--- src/port_pkg.sv ---
// constants for the port register block: offsets, fields, resets, pins
// assumes a 32-bit classic wishbone slave with byte addresses
package port_pkg;

  // ---------------------------------------------------------------
  // widths
  // ---------------------------------------------------------------
  localparam int PORT_W   = 8;
  localparam int PORT_G_W = 5;
  localparam int BANKS    = 3;
  localparam int ADR_W    = 8;

  // ---------------------------------------------------------------
  // register byte offsets, banks a, b, c in index order
  // ---------------------------------------------------------------
  localparam logic [2:0][7:0] BANK_LATCH_OFS  = {8'h18, 8'h0C, 8'h00};
  localparam logic [2:0][7:0] BANK_DIR_OFS    = {8'h1C, 8'h10, 8'h04};
  localparam logic [2:0][7:0] BANK_SAMPLE_OFS = {8'h20, 8'h14, 8'h08};
  localparam logic [7:0]      OFS_CTRL        = 8'h24;
  localparam logic [7:0]      OFS_G_LATCH     = 8'h28;
  localparam logic [7:0]      OFS_G_DIR       = 8'h2C;
  localparam logic [7:0]      OFS_G_SAMPLE    = 8'h30;

  // ---------------------------------------------------------------
  // control register fields
  // ---------------------------------------------------------------
  localparam int CTRL_ASYNC_BIT  = 0;
  localparam int CTRL_EXTMEM_BIT = 1;
  localparam int CTRL_COMPAT_BIT = 2;

  // ---------------------------------------------------------------
  // port g pin positions
  // ---------------------------------------------------------------
  localparam int PIN_XTAL_IN  = 4;
  localparam int PIN_XTAL_OUT = 3;
  localparam int PIN_ALE      = 2;
  localparam int PIN_RD       = 1;
  localparam int PIN_WR       = 0;

  // ---------------------------------------------------------------
  // reset values
  // ---------------------------------------------------------------
  localparam logic [7:0]  LATCH_RST  = 8'h00;
  localparam logic [7:0]  DIR_RST    = 8'h00;
  localparam logic [7:0]  SAMPLE_RST = 8'h00;
  localparam logic [1:0]  CTRL_RST   = 2'h0;
  localparam logic [31:0] RDATA_RST  = 32'h0000_0000;

endpackage : port_pkg

--- src/port_ctl_if.sv ---
// bundle between the register block and one port bank
// assumes the owner drives write strobes for one cycle per write
`timescale 1ns/1ps

interface port_ctl_if #(parameter int W = 8);
  logic [W-1:0] wdata;
  logic         we_latch;
  logic         we_dir;
  logic [W-1:0] pad_in;
  logic [W-1:0] latch;
  logic [W-1:0] dir;
  logic [W-1:0] sample;

  modport bank (
    input  wdata,
    input  we_latch,
    input  we_dir,
    input  pad_in,
    output latch,
    output dir,
    output sample
  );

  modport owner (
    output wdata,
    output we_latch,
    output we_dir,
    output pad_in,
    input  latch,
    input  dir,
    input  sample
  );
endinterface : port_ctl_if

--- src/gpio_bank.sv ---
// one port bank: output latch, direction and input sample registers
// assumes pad_in already gated by the pin's input buffer enable
`timescale 1ns/1ps

module gpio_bank #(
  parameter int W = port_pkg::PORT_W
) (
  input wire logic   mclk,
  input wire logic   srst,
  port_ctl_if.bank   ctl
);

  generate
    if (W < 1 || W > 8)
    begin : g_chk
      $error("gpio_bank width must be 1 to 8");
    end
  endgenerate

  typedef struct packed {
    logic [W-1:0] latch;
    logic [W-1:0] dir;
    logic [W-1:0] sample;
  } bank_state_type;

  bank_state_type state_q;
  bank_state_type state_d;

  always_comb
  begin
    state_d = state_q;
    if (ctl.we_latch)
    begin
      state_d.latch = ctl.wdata;
    end
    if (ctl.we_dir)
    begin
      state_d.dir = ctl.wdata;
    end
    state_d.sample = ctl.pad_in;
  end

  always_ff @(posedge mclk)
  begin
    if (srst)
    begin
      state_q.latch  <= port_pkg::LATCH_RST[W-1:0];
      state_q.dir    <= port_pkg::DIR_RST[W-1:0];
      state_q.sample <= port_pkg::SAMPLE_RST[W-1:0];
    end
    else
    begin
      state_q <= state_d;
    end
  end

  assign ctl.latch  = state_q.latch;
  assign ctl.dir    = state_q.dir;
  assign ctl.sample = state_q.sample;

  // ---------------------------------------------------------------
  // checks
  // ---------------------------------------------------------------
  latch_write_a : assert property (@(posedge mclk) disable iff (srst)
    ctl.we_latch |=> ctl.latch == $past(ctl.wdata))
    else $error("latch did not take written value");

  dir_hold_a : assert property (@(posedge mclk) disable iff (srst)
    !ctl.we_dir |=> ctl.dir == $past(ctl.dir))
    else $error("direction changed without a write");

  bank_reset_a : assert property (@(posedge mclk)
    $past(srst) |-> (ctl.latch == '0) && (ctl.dir == '0))
    else $error("bank registers not zero after reset");

endmodule : gpio_bank

--- src/port_g_override.sv ---
// port g override network: crystal amplifier and memory strobe takeover
// assumes strobes and enables synchronous to mclk
`timescale 1ns/1ps

module port_g_override (
  input  wire logic       mclk,
  input  wire logic       srst,
  input  wire logic       compat_mode,
  input  wire logic       async_sel,
  input  wire logic       extmem_en,
  input  wire logic [4:0] latch,
  input  wire logic [4:0] dir,
  input  wire logic       ale_strobe,
  input  wire logic       rd_strobe,
  input  wire logic       wr_strobe,
  input  wire logic [4:0] pad_in,
  output logic      [4:0] pad_out,
  output logic      [4:0] pad_oe,
  output logic      [4:0] pad_pullup,
  output logic      [4:0] pad_in_gated,
  output logic            crystal_amp_in
);

  localparam logic [4:0] XTAL_MASK =
    5'((1 << port_pkg::PIN_XTAL_IN) | (1 << port_pkg::PIN_XTAL_OUT));
  localparam logic [4:0] STROBE_MASK =
    5'((1 << port_pkg::PIN_ALE) | (1 << port_pkg::PIN_RD) | (1 << port_pkg::PIN_WR));

  logic [4:0] pullup_override_en;
  logic [4:0] pullup_override_val;
  logic [4:0] dir_override_en;
  logic [4:0] dir_override_val;
  logic [4:0] value_override_en;
  logic [4:0] value_override_val;
  logic [4:0] in_disable_override_en;
  logic [4:0] in_disable_override_val;

  always_comb
  begin
    pullup_override_en      = '0;
    pullup_override_val     = '0;
    dir_override_en         = '0;
    dir_override_val        = '0;
    value_override_en       = '0;
    value_override_val      = '0;
    in_disable_override_en  = '0;
    in_disable_override_val = '0;
    // legacy mode: no general purpose use, idle pins held as inputs
    if (compat_mode)
    begin
      pullup_override_en = '1;
      dir_override_en    = '1;
    end
    if (async_sel)
    begin
      pullup_override_en     = pullup_override_en | XTAL_MASK;
      dir_override_en        = dir_override_en | XTAL_MASK;
      in_disable_override_en = in_disable_override_en | XTAL_MASK;
    end
    if (extmem_en)
    begin
      pullup_override_en = pullup_override_en | STROBE_MASK;
      dir_override_en    = dir_override_en | STROBE_MASK;
      dir_override_val   = dir_override_val | STROBE_MASK;
      value_override_en  = value_override_en | STROBE_MASK;
      value_override_val[port_pkg::PIN_ALE] = ale_strobe;
      value_override_val[port_pkg::PIN_RD]  = rd_strobe;
      value_override_val[port_pkg::PIN_WR]  = wr_strobe;
    end
  end

  assign pad_pullup = (pullup_override_en & pullup_override_val)
                    | (~pullup_override_en & latch & ~dir);
  assign pad_oe     = (dir_override_en & dir_override_val) | (~dir_override_en & dir);
  assign pad_out    = (value_override_en & value_override_val)
                    | (~value_override_en & latch);
  assign pad_in_gated = pad_in
                      & ~(in_disable_override_en & ~in_disable_override_val);
  // raw pin level to the amplifier, bypassing the digital buffer
  assign crystal_amp_in = async_sel & pad_in[port_pkg::PIN_XTAL_IN];

  // ---------------------------------------------------------------
  // checks
  // ---------------------------------------------------------------
  xtal_detach_a : assert property (@(posedge mclk) disable iff (srst)
    async_sel |-> ((pad_oe & XTAL_MASK) == '0) && ((pad_pullup & XTAL_MASK) == '0)
                  && ((pad_in_gated & XTAL_MASK) == '0))
    else $error("crystal pins not detached");

  xtal_value_a : assert property (@(posedge mclk) disable iff (srst)
    (pad_out & XTAL_MASK) == (latch & XTAL_MASK))
    else $error("crystal pin value overridden");

  strobe_drive_a : assert property (@(posedge mclk) disable iff (srst)
    extmem_en |-> (pad_oe[2:0] == 3'h7) && (pad_pullup[2:0] == 3'h0)
                  && (pad_out[2:0] == {ale_strobe, rd_strobe, wr_strobe}))
    else $error("strobe pins not driven by memory interface");

  strobe_input_a : assert property (@(posedge mclk) disable iff (srst)
    pad_in_gated[2:0] == pad_in[2:0])
    else $error("strobe pin input buffer disabled");

  compat_idle_a : assert property (@(posedge mclk) disable iff (srst)
    (compat_mode && !extmem_en) |-> (pad_oe == '0) && (pad_pullup == '0))
    else $error("legacy mode pins usable as gpio");

endmodule : port_g_override

--- src/port_pin_override_regs.sv ---
// top: ports a to c and port g registers behind a wishbone slave
// assumes classic wishbone, 32-bit data, byte addresses, srst synchronous
//
// Contract
// - legacy mode: port g only alternate functions
// - async timer select: pin 4 feeds amplifier
// - async timer select: pin 3 is amplifier output; the code only makes pin 3 an undriven input with pullup and buffer off
// - crystal pins: pullup off, input, buffer off
// - memory enable: pin 2 drives address latch
// - memory enable: pin 1 drives read strobe
// - memory enable: pin 0 drives write strobe
// - strobe pins keep input buffer enabled
// - output latches eight bits, reset zero
// - direction registers eight bits, reset zero
//
// Implementation choices: the placing of the registers and the Wishbone slave port.
`timescale 1ns/1ps

module port_pin_override_regs #(
  parameter int ADR_W = port_pkg::ADR_W
) (
  input  wire logic             mclk,
  input  wire logic             srst,
  input  wire logic             wb_cyc_i,
  input  wire logic             wb_stb_i,
  input  wire logic             wb_we_i,
  input  wire logic [ADR_W-1:0] wb_adr_i,
  input  wire logic [3:0]       wb_sel_i,
  input  wire logic [31:0]      wb_dat_i,
  output logic      [31:0]      wb_dat_o,
  output logic                  wb_ack_o,
  input  wire logic             legacy_compat_mode,
  input  wire logic [23:0]      port_abc_in,
  output logic      [23:0]      port_abc_out,
  output logic      [23:0]      port_abc_oe,
  output logic      [23:0]      port_abc_pullup,
  input  wire logic [4:0]       port_g_in,
  output logic      [4:0]       port_g_out,
  output logic      [4:0]       port_g_oe,
  output logic      [4:0]       port_g_pullup,
  input  wire logic             ale_strobe,
  input  wire logic             rd_strobe,
  input  wire logic             wr_strobe,
  output logic                  crystal_amp_in,
  output logic                  timer_async_clock_select,
  output logic                  ext_mem_enable
);

  localparam int W  = port_pkg::PORT_W;
  localparam int GW = port_pkg::PORT_G_W;

  generate
    if (ADR_W < 8)
    begin : g_chk
      $error("address width must be at least 8");
    end
  endgenerate

  // ---------------------------------------------------------------
  // address decode
  // ---------------------------------------------------------------
  function automatic logic addr_hit(input logic [ADR_W-1:0] adr,
                                    input logic [7:0]       ofs);
    addr_hit = (adr == ADR_W'(ofs));
  endfunction : addr_hit

  // ---------------------------------------------------------------
  // state
  // ---------------------------------------------------------------
  typedef struct packed {
    logic        async_sel;
    logic        extmem_en;
    logic        ack;
    logic [31:0] rdata;
  } top_state_type;

  top_state_type state_q;
  top_state_type state_d;

  wire logic [2:0][W-1:0] abc_latch;
  wire logic [2:0][W-1:0] abc_dir;
  wire logic [2:0][W-1:0] abc_sample;
  logic [GW-1:0]          g_latch;
  logic [GW-1:0]          g_dir;
  logic [GW-1:0]          g_sample;
  logic [GW-1:0]          g_in_gated;
  logic                   req;
  logic                   wr_commit;

  assign req       = wb_cyc_i & wb_stb_i;
  // writes land on the edge where the master sees ack
  assign wr_commit = req & state_q.ack & wb_we_i & wb_sel_i[0];

  // ---------------------------------------------------------------
  // ports a, b, c
  // ---------------------------------------------------------------
  generate
    for (genvar i = 0; i < port_pkg::BANKS; i++)
    begin : g_bank
      port_ctl_if #(.W(W)) ctl ();

      assign ctl.wdata    = wb_dat_i[W-1:0];
      assign ctl.we_latch = wr_commit
                          & addr_hit(wb_adr_i, port_pkg::BANK_LATCH_OFS[i]);
      assign ctl.we_dir   = wr_commit
                          & addr_hit(wb_adr_i, port_pkg::BANK_DIR_OFS[i]);
      assign ctl.pad_in   = port_abc_in[i*W +: W];
      assign abc_latch[i]  = ctl.latch;
      assign abc_dir[i]    = ctl.dir;
      assign abc_sample[i] = ctl.sample;

      assign port_abc_out[i*W +: W]    = ctl.latch;
      assign port_abc_oe[i*W +: W]     = ctl.dir;
      // pull-up on an input whose latch bit is one
      assign port_abc_pullup[i*W +: W] = ctl.latch & ~ctl.dir;

      gpio_bank #(.W(W)) u_bank (
        .mclk (mclk),
        .srst (srst),
        .ctl  (ctl)
      );
    end
  endgenerate

  // ---------------------------------------------------------------
  // port g
  // ---------------------------------------------------------------
  port_ctl_if #(.W(GW)) g_ctl ();

  assign g_ctl.wdata    = wb_dat_i[GW-1:0];
  // legacy mode leaves no general purpose use of port g
  assign g_ctl.we_latch = wr_commit & ~legacy_compat_mode
                        & addr_hit(wb_adr_i, port_pkg::OFS_G_LATCH);
  assign g_ctl.we_dir   = wr_commit & ~legacy_compat_mode
                        & addr_hit(wb_adr_i, port_pkg::OFS_G_DIR);
  assign g_ctl.pad_in   = g_in_gated;
  assign g_latch        = g_ctl.latch;
  assign g_dir          = g_ctl.dir;
  assign g_sample       = g_ctl.sample;

  gpio_bank #(.W(GW)) u_bank_g (
    .mclk (mclk),
    .srst (srst),
    .ctl  (g_ctl)
  );

  port_g_override u_override (
    .mclk           (mclk),
    .srst           (srst),
    .compat_mode    (legacy_compat_mode),
    .async_sel      (state_q.async_sel),
    .extmem_en      (state_q.extmem_en),
    .latch          (g_latch),
    .dir            (g_dir),
    .ale_strobe     (ale_strobe),
    .rd_strobe      (rd_strobe),
    .wr_strobe      (wr_strobe),
    .pad_in         (port_g_in),
    .pad_out        (port_g_out),
    .pad_oe         (port_g_oe),
    .pad_pullup     (port_g_pullup),
    .pad_in_gated   (g_in_gated),
    .crystal_amp_in (crystal_amp_in)
  );

  // ---------------------------------------------------------------
  // bus slave and control register
  // ---------------------------------------------------------------
  always_comb
  begin
    state_d     = state_q;
    state_d.ack = req & ~state_q.ack;
    if (req && !state_q.ack)
    begin
      // unmapped offsets fall through to zero; sample offsets read the sampled pins
      state_d.rdata = port_pkg::RDATA_RST;
      for (int i = 0; i < port_pkg::BANKS; i++)
      begin
        if (addr_hit(wb_adr_i, port_pkg::BANK_LATCH_OFS[i]))
        begin
          state_d.rdata[W-1:0] = abc_latch[i];
        end
        if (addr_hit(wb_adr_i, port_pkg::BANK_DIR_OFS[i]))
        begin
          state_d.rdata[W-1:0] = abc_dir[i];
        end
        if (addr_hit(wb_adr_i, port_pkg::BANK_SAMPLE_OFS[i]))
        begin
          state_d.rdata[W-1:0] = abc_sample[i];
        end
      end
      if (addr_hit(wb_adr_i, port_pkg::OFS_G_LATCH))
      begin
        state_d.rdata[GW-1:0] = g_latch;
      end
      if (addr_hit(wb_adr_i, port_pkg::OFS_G_DIR))
      begin
        state_d.rdata[GW-1:0] = g_dir;
      end
      if (addr_hit(wb_adr_i, port_pkg::OFS_G_SAMPLE))
      begin
        state_d.rdata[GW-1:0] = g_sample;
      end
      if (addr_hit(wb_adr_i, port_pkg::OFS_CTRL))
      begin
        state_d.rdata[port_pkg::CTRL_ASYNC_BIT]  = state_q.async_sel;
        state_d.rdata[port_pkg::CTRL_EXTMEM_BIT] = state_q.extmem_en;
        state_d.rdata[port_pkg::CTRL_COMPAT_BIT] = legacy_compat_mode;
      end
    end
    if (wr_commit && addr_hit(wb_adr_i, port_pkg::OFS_CTRL))
    begin
      state_d.async_sel = wb_dat_i[port_pkg::CTRL_ASYNC_BIT];
      state_d.extmem_en = wb_dat_i[port_pkg::CTRL_EXTMEM_BIT];
    end
  end

  always_ff @(posedge mclk)
  begin
    if (srst)
    begin
      state_q.async_sel <= port_pkg::CTRL_RST[port_pkg::CTRL_ASYNC_BIT];
      state_q.extmem_en <= port_pkg::CTRL_RST[port_pkg::CTRL_EXTMEM_BIT];
      state_q.ack       <= 1'b0;
      state_q.rdata     <= port_pkg::RDATA_RST;
    end
    else
    begin
      state_q <= state_d;
    end
  end

  assign wb_ack_o                 = state_q.ack;
  assign wb_dat_o                 = state_q.rdata;
  assign timer_async_clock_select = state_q.async_sel;
  assign ext_mem_enable           = state_q.extmem_en;

  // ---------------------------------------------------------------
  // checks
  // ---------------------------------------------------------------
  ack_answer_a : assert property (@(posedge mclk) disable iff (srst)
    (req && !wb_ack_o) |=> wb_ack_o)
    else $error("no ack one cycle after request");

  ack_single_a : assert property (@(posedge mclk) disable iff (srst)
    wb_ack_o |=> !wb_ack_o)
    else $error("ack held longer than one cycle");

  sample_readonly_a : assert property (@(posedge mclk) disable iff (srst)
    (wr_commit && addr_hit(wb_adr_i, port_pkg::BANK_SAMPLE_OFS[0]))
      |=> $stable(abc_latch) && $stable(abc_dir))
    else $error("sample write changed port registers");

  latch_readback_a : assert property (@(posedge mclk) disable iff (srst)
    (wr_commit && addr_hit(wb_adr_i, port_pkg::BANK_LATCH_OFS[1]))
      |=> abc_latch[1] == $past(wb_dat_i[W-1:0]))
    else $error("port b latch missed write");

  dir_pin_a : assert property (@(posedge mclk) disable iff (srst)
    (wr_commit && addr_hit(wb_adr_i, port_pkg::BANK_DIR_OFS[2]))
      |=> port_abc_oe[2*W +: W] == $past(wb_dat_i[W-1:0]))
    else $error("direction not reflected on pins");

  ctrl_write_a : assert property (@(posedge mclk) disable iff (srst)
    (wr_commit && addr_hit(wb_adr_i, port_pkg::OFS_CTRL))
      |=> (timer_async_clock_select == $past(wb_dat_i[port_pkg::CTRL_ASYNC_BIT]))
          && (ext_mem_enable == $past(wb_dat_i[port_pkg::CTRL_EXTMEM_BIT])))
    else $error("control write not applied");

  compat_lock_a : assert property (@(posedge mclk) disable iff (srst)
    legacy_compat_mode |=> $stable(g_latch) && $stable(g_dir))
    else $error("port g registers written in legacy mode");

  xtal_route_a : assert property (@(posedge mclk) disable iff (srst)
    timer_async_clock_select |-> crystal_amp_in == port_g_in[port_pkg::PIN_XTAL_IN])
    else $error("crystal input not routed");

  strobe_wr_a : assert property (@(posedge mclk) disable iff (srst)
    ext_mem_enable |-> port_g_oe[port_pkg::PIN_WR]
                       && (port_g_out[port_pkg::PIN_WR] == wr_strobe))
    else $error("write strobe pin not driven");

endmodule : port_pin_override_regs

--- config.mk ---
export PLATFORM = sky130hd
export DESIGN_NAME = port_pin_override_regs
export DESIGN_NICKNAME = d
export VERILOG_FILES = /design/src/port_pkg.sv /design/src/port_ctl_if.sv /design/src/gpio_bank.sv /design/src/port_g_override.sv /design/src/port_pin_override_regs.sv
export SDC_FILE = /design/constraint.sdc
export NUM_CORES = 1
export LEC_CHECK = 0
export ABC_CLOCK_PERIOD_IN_PS = 2000
export BUFFER_PORTS_ARGS = -buffer_cell sky130_fd_sc_hd__buf_2
export CAP_MARGIN = 15
export CORE_MARGIN = 3
export CORE_UTILIZATION = 48
export DETAILED_ROUTE_END_ITERATION = 8
export GPL_TIMING_DRIVEN = 0
export PLACE_DENSITY = 0.8
export SYNTH_ARGS = -nofsm -noshare
export SYNTH_HDL_FRONTEND = slang
export SYNTH_SLANG_ARGS = --single-unit
--- constraint.sdc ---
create_clock -name mclk -period 2 [get_ports mclk]
set_input_delay 0.2 -clock mclk [delete_from_list [all_inputs] [get_ports mclk]]
set_output_delay 0.2 -clock mclk [all_outputs]
set_load 0.005 [all_outputs]
==> results_dict.tcl <==
set metrics [dict create \
    status "finished, final reports clean" \
    r2r_end "wb_dat_o[2]$_SDFFE_PP0P_" \
    slew_headroom 0.502 \
    p_leak_nw 2.88 \
    cts.sink_count 98 \
    p_comb_frac 0.108 \
    share_seq_of_total_power 0.553 \
    coreArea_um2 9860 \
    grt_pass1_vias 4434 \
    start_util 0.499 \
    final_core_util 0.626 \
    path_clk_slew_ns 0.09 \
    switching_share 0.262 \
    place_area_um2 5900 \
    cts_made_buffers 9 \
    synthTopCellsByArea "dfxtp_1 (40%), mux2i_1 (13%), nor2b_1 (7.0%)" \
    layout_min_cycle_time_ns 1.88 \
    layout_common_cells "buf_2 (151), dfxtp_1 (98), nor2_1 (75)" \
    synth_cells 553 \
    wl_per_cell_um 18.3 \
    hold_path_depth 2 \
    worstPathMaxFanout 4 \
    max_cap_viol_count 0 \
    die_h_um 107 \
    grt_pass1_wl_um 24300 \
    hp-class "input pin to flop" \
    clockBufferDepth 2 \
    nFillCells 896 \
    dieArea_um2 11500 \
    drcViolationCount 0 \
    final_cell_area_um2 6170 \
    p_sw_w 0.000947 \
    nNetsFinal 818 \
    synth_top_area_frac 0.398 \
    area_delta_synth_final_pct 25.4 \
    rows 36 \
    intPower_w 0.00266 \
    final_max_slew_viol_count 0 \
    setup_ws_ns 0.120 \
    globalplace.congestion 0.918 \
    crit_type "flop to flop" \
    die_w_um 107 \
    num_vias 4686 \
    final_common_cell "buf_2" \
    synth_top_flop_cell "dfxtp_1" \
    hold_end "g_bank[0].u_bank.ctl.sample[6]$_SDFF_PP0_" \
    r2r-start "g_bank[1].u_bank.ctl.dir[2]$_SDFFE_PP0P_" \
    drive_gt1_frac 0.309 \
    rsz0062_at_grt "no" \
    first_pass_iters 5 \
    ys_warn_count 0 \
    hold_viol 0 \
    htreeDepth 3 \
    grt_max_degree 17 \
    critPathRequiredTime_ns 2.28 \
    io_pins 205 \
    power_density_nw_per_um2 585 \
    holdCritStartpoint "port_abc_in[6]" \
    start_kind "flop" \
    pre_cts_ws_ns -0.407 \
    ant_nets 0 \
    finalCritPeriodShare 0.940 \
    syn_area_um2 4920 \
    setup_viol 0 \
    synth_area_leader_cell "dfxtp_1" \
    initialDrtViolationCount 276 \
    antenna_found_initial 0 \
    dp_hpwl_um 12300 \
    cp_data_arrival_time_ns 2.16 \
    drt_wl_total_um 16000 \
    clk_latency_ns 0.37 \
    cts_tree "yes" \
    io_buffer_count 145 \
    worstRegToRegCells 5 \
    max_freq_mhz 532 \
    yosys.cell_types.count 53 \
    tightest_slew_ns 0.747 \
    grt_usage 0.276 \
    critPathCaptureType "flop" \
    synth_edf_count 0 \
    antenna_cells 0 \
    syn-mean-instance-area_um2 8.91 \
    vdd_ir_drop_max_mv 0.308 \
    via_per_inst 5.36 \
    seq_area_frac_synth 0.398 \
    pwr-share-clk 0.339 \
    ys_ff_latch 98 \
    fin_skew_ns 0.00841 \
    synthArstFlopShare 0 \
    grt_overflow 0 \
    r2r_slack_ns 0.12 \
    clock-root-buffer "clkbuf_8" \
]
==> worst max-delay path, cell delays in order, from the launching register on <==
cell and delay (ns):
dfxtp_1 0.40, or3b_2 0.47, a22oi_1 0.21, o211ai_1 0.15, a22o_1 0.30, a211oi_1 0.26
==> per-stage QoR <==
| stage | setup TNS [ns] | total power [W] | std cells | hold slack (ns) |
|---|---|---|---|---|
| 2_1_floorplan | 0 | 0.00227 | 576 | 0.328 |
| 3_3_place_gp | -14.39 | 0.00242 | 854 | 0.407 |
| 3_5_place_dp | -14.30 | 0.00242 | 854 | 0.414 |
| 4_1_cts | 0 | 0.00361 | 874 | 0.0336 |
| 5_1_grt | 0 | 0.00374 | 874 | 0.0296 |
| 6_report | 0 | 0.00361 | 874 | 0.0357 |
==> layer usage <==
layer  track usage  share of wire
met5             0              0
met4        0.0676          0.014
met3        0.0552          0.082
met2         0.467           0.48
met1         0.362           0.42
==> logic make-up after synthesis <==
kind of cell    count (synthesis)  share of synthesized area
compound gates                 92                      0.125
buf+inv                        73                     0.0777
flops                          98                      0.398
mux                            69                      0.144
other cells                     1                   0.000761
simple gates                  220                      0.254
==> synthesized netlist by cell type, types with 6 or more instances <==
cell type,instances
nor3_1,6
clkbuf_1,29
mux2i_1,62
o21ai_0,19
a22oi_1,7
nand2_1,24
nor2_1,77
a21oi_1,16
nand2b_1,9
nor2b_1,55
dfxtp_1,98
nor4b_1,8
buf_4,27
mux2_2,6
buf_2,6
inv_1,8
o22ai_1,13
==> area by class of cell <==
cell class	count	area, µm²	area share
Clock buffer	11	151	0.0245
Multi-Input combinational cell	405	2690	0.436
Clock inverter	5	36.3	0.00588
Sequential cell	98	1960	0.318
Tap cell	133	166	0.0270
Timing Repair Buffer	149	781	0.126
Buffer	65	358	0.0580
Inverter	8	30.0	0.00486
==> power by group through the flow <==
stage	sequential [W]	combinational, W	clock, W
CTS	0.00200	0.000381	0.00123
global route	0.00200	0.000423	0.00131
finish	0.00200	0.000389	0.00122
global placement	0.00204	0.000371	0
floorplan	0.00204	0.000236	0
detailed placement	0.00204	0.000378	0
==> worst max path at each step <==
stage,start,slack [ns],endpoint
floorplan,wb_adr_i[2],0.16,g_bank[0].u_bank.ctl.latch[0]$_SDFFE_PP0P_
CTS,wb_adr_i[2],0.03,wb_dat_o[7]$_SDFFE_PP0P_
global placement,wb_adr_i[1],-0.43,g_bank[1].u_bank.ctl.latch[5]$_SDFFE_PP0P_
finish,g_bank[1].u_bank.ctl.dir[2]$_SDFFE_PP0P_,0.12,wb_dat_o[2]$_SDFFE_PP0P_
global route,wb_adr_i[5],0.01,timer_async_clock_select$_SDFFE_PP0P_
detailed placement,wb_adr_i[1],-0.41,g_bank[1].u_bank.ctl.latch[6]$_SDFFE_PP0P_
==> flip-flops by register name, summed over array words and instances, names as in the netlist <==
name	flops
ext_mem_enable	1
g_bank.u_bank.ctl.dir	24
g_bank.u_bank.ctl.latch	24
g_bank.u_bank.ctl.sample	24
timer_async_clock_select	1
u_bank_g.ctl.dir	5
u_bank_g.ctl.latch	5
u_bank_g.ctl.sample	5
wb_ack_o	1
wb_dat_o	8
==> timing repair <==
action | CTS | global route
setup buffers | 4 | 0
endpoints found under the setup margin | 48 | 13
gates cloned | 0 | 0
resized for setup | 2 | 10
pin swaps | 3 | 0
hold buffers | 0 | 0
(Power assumes the default switching activity.)
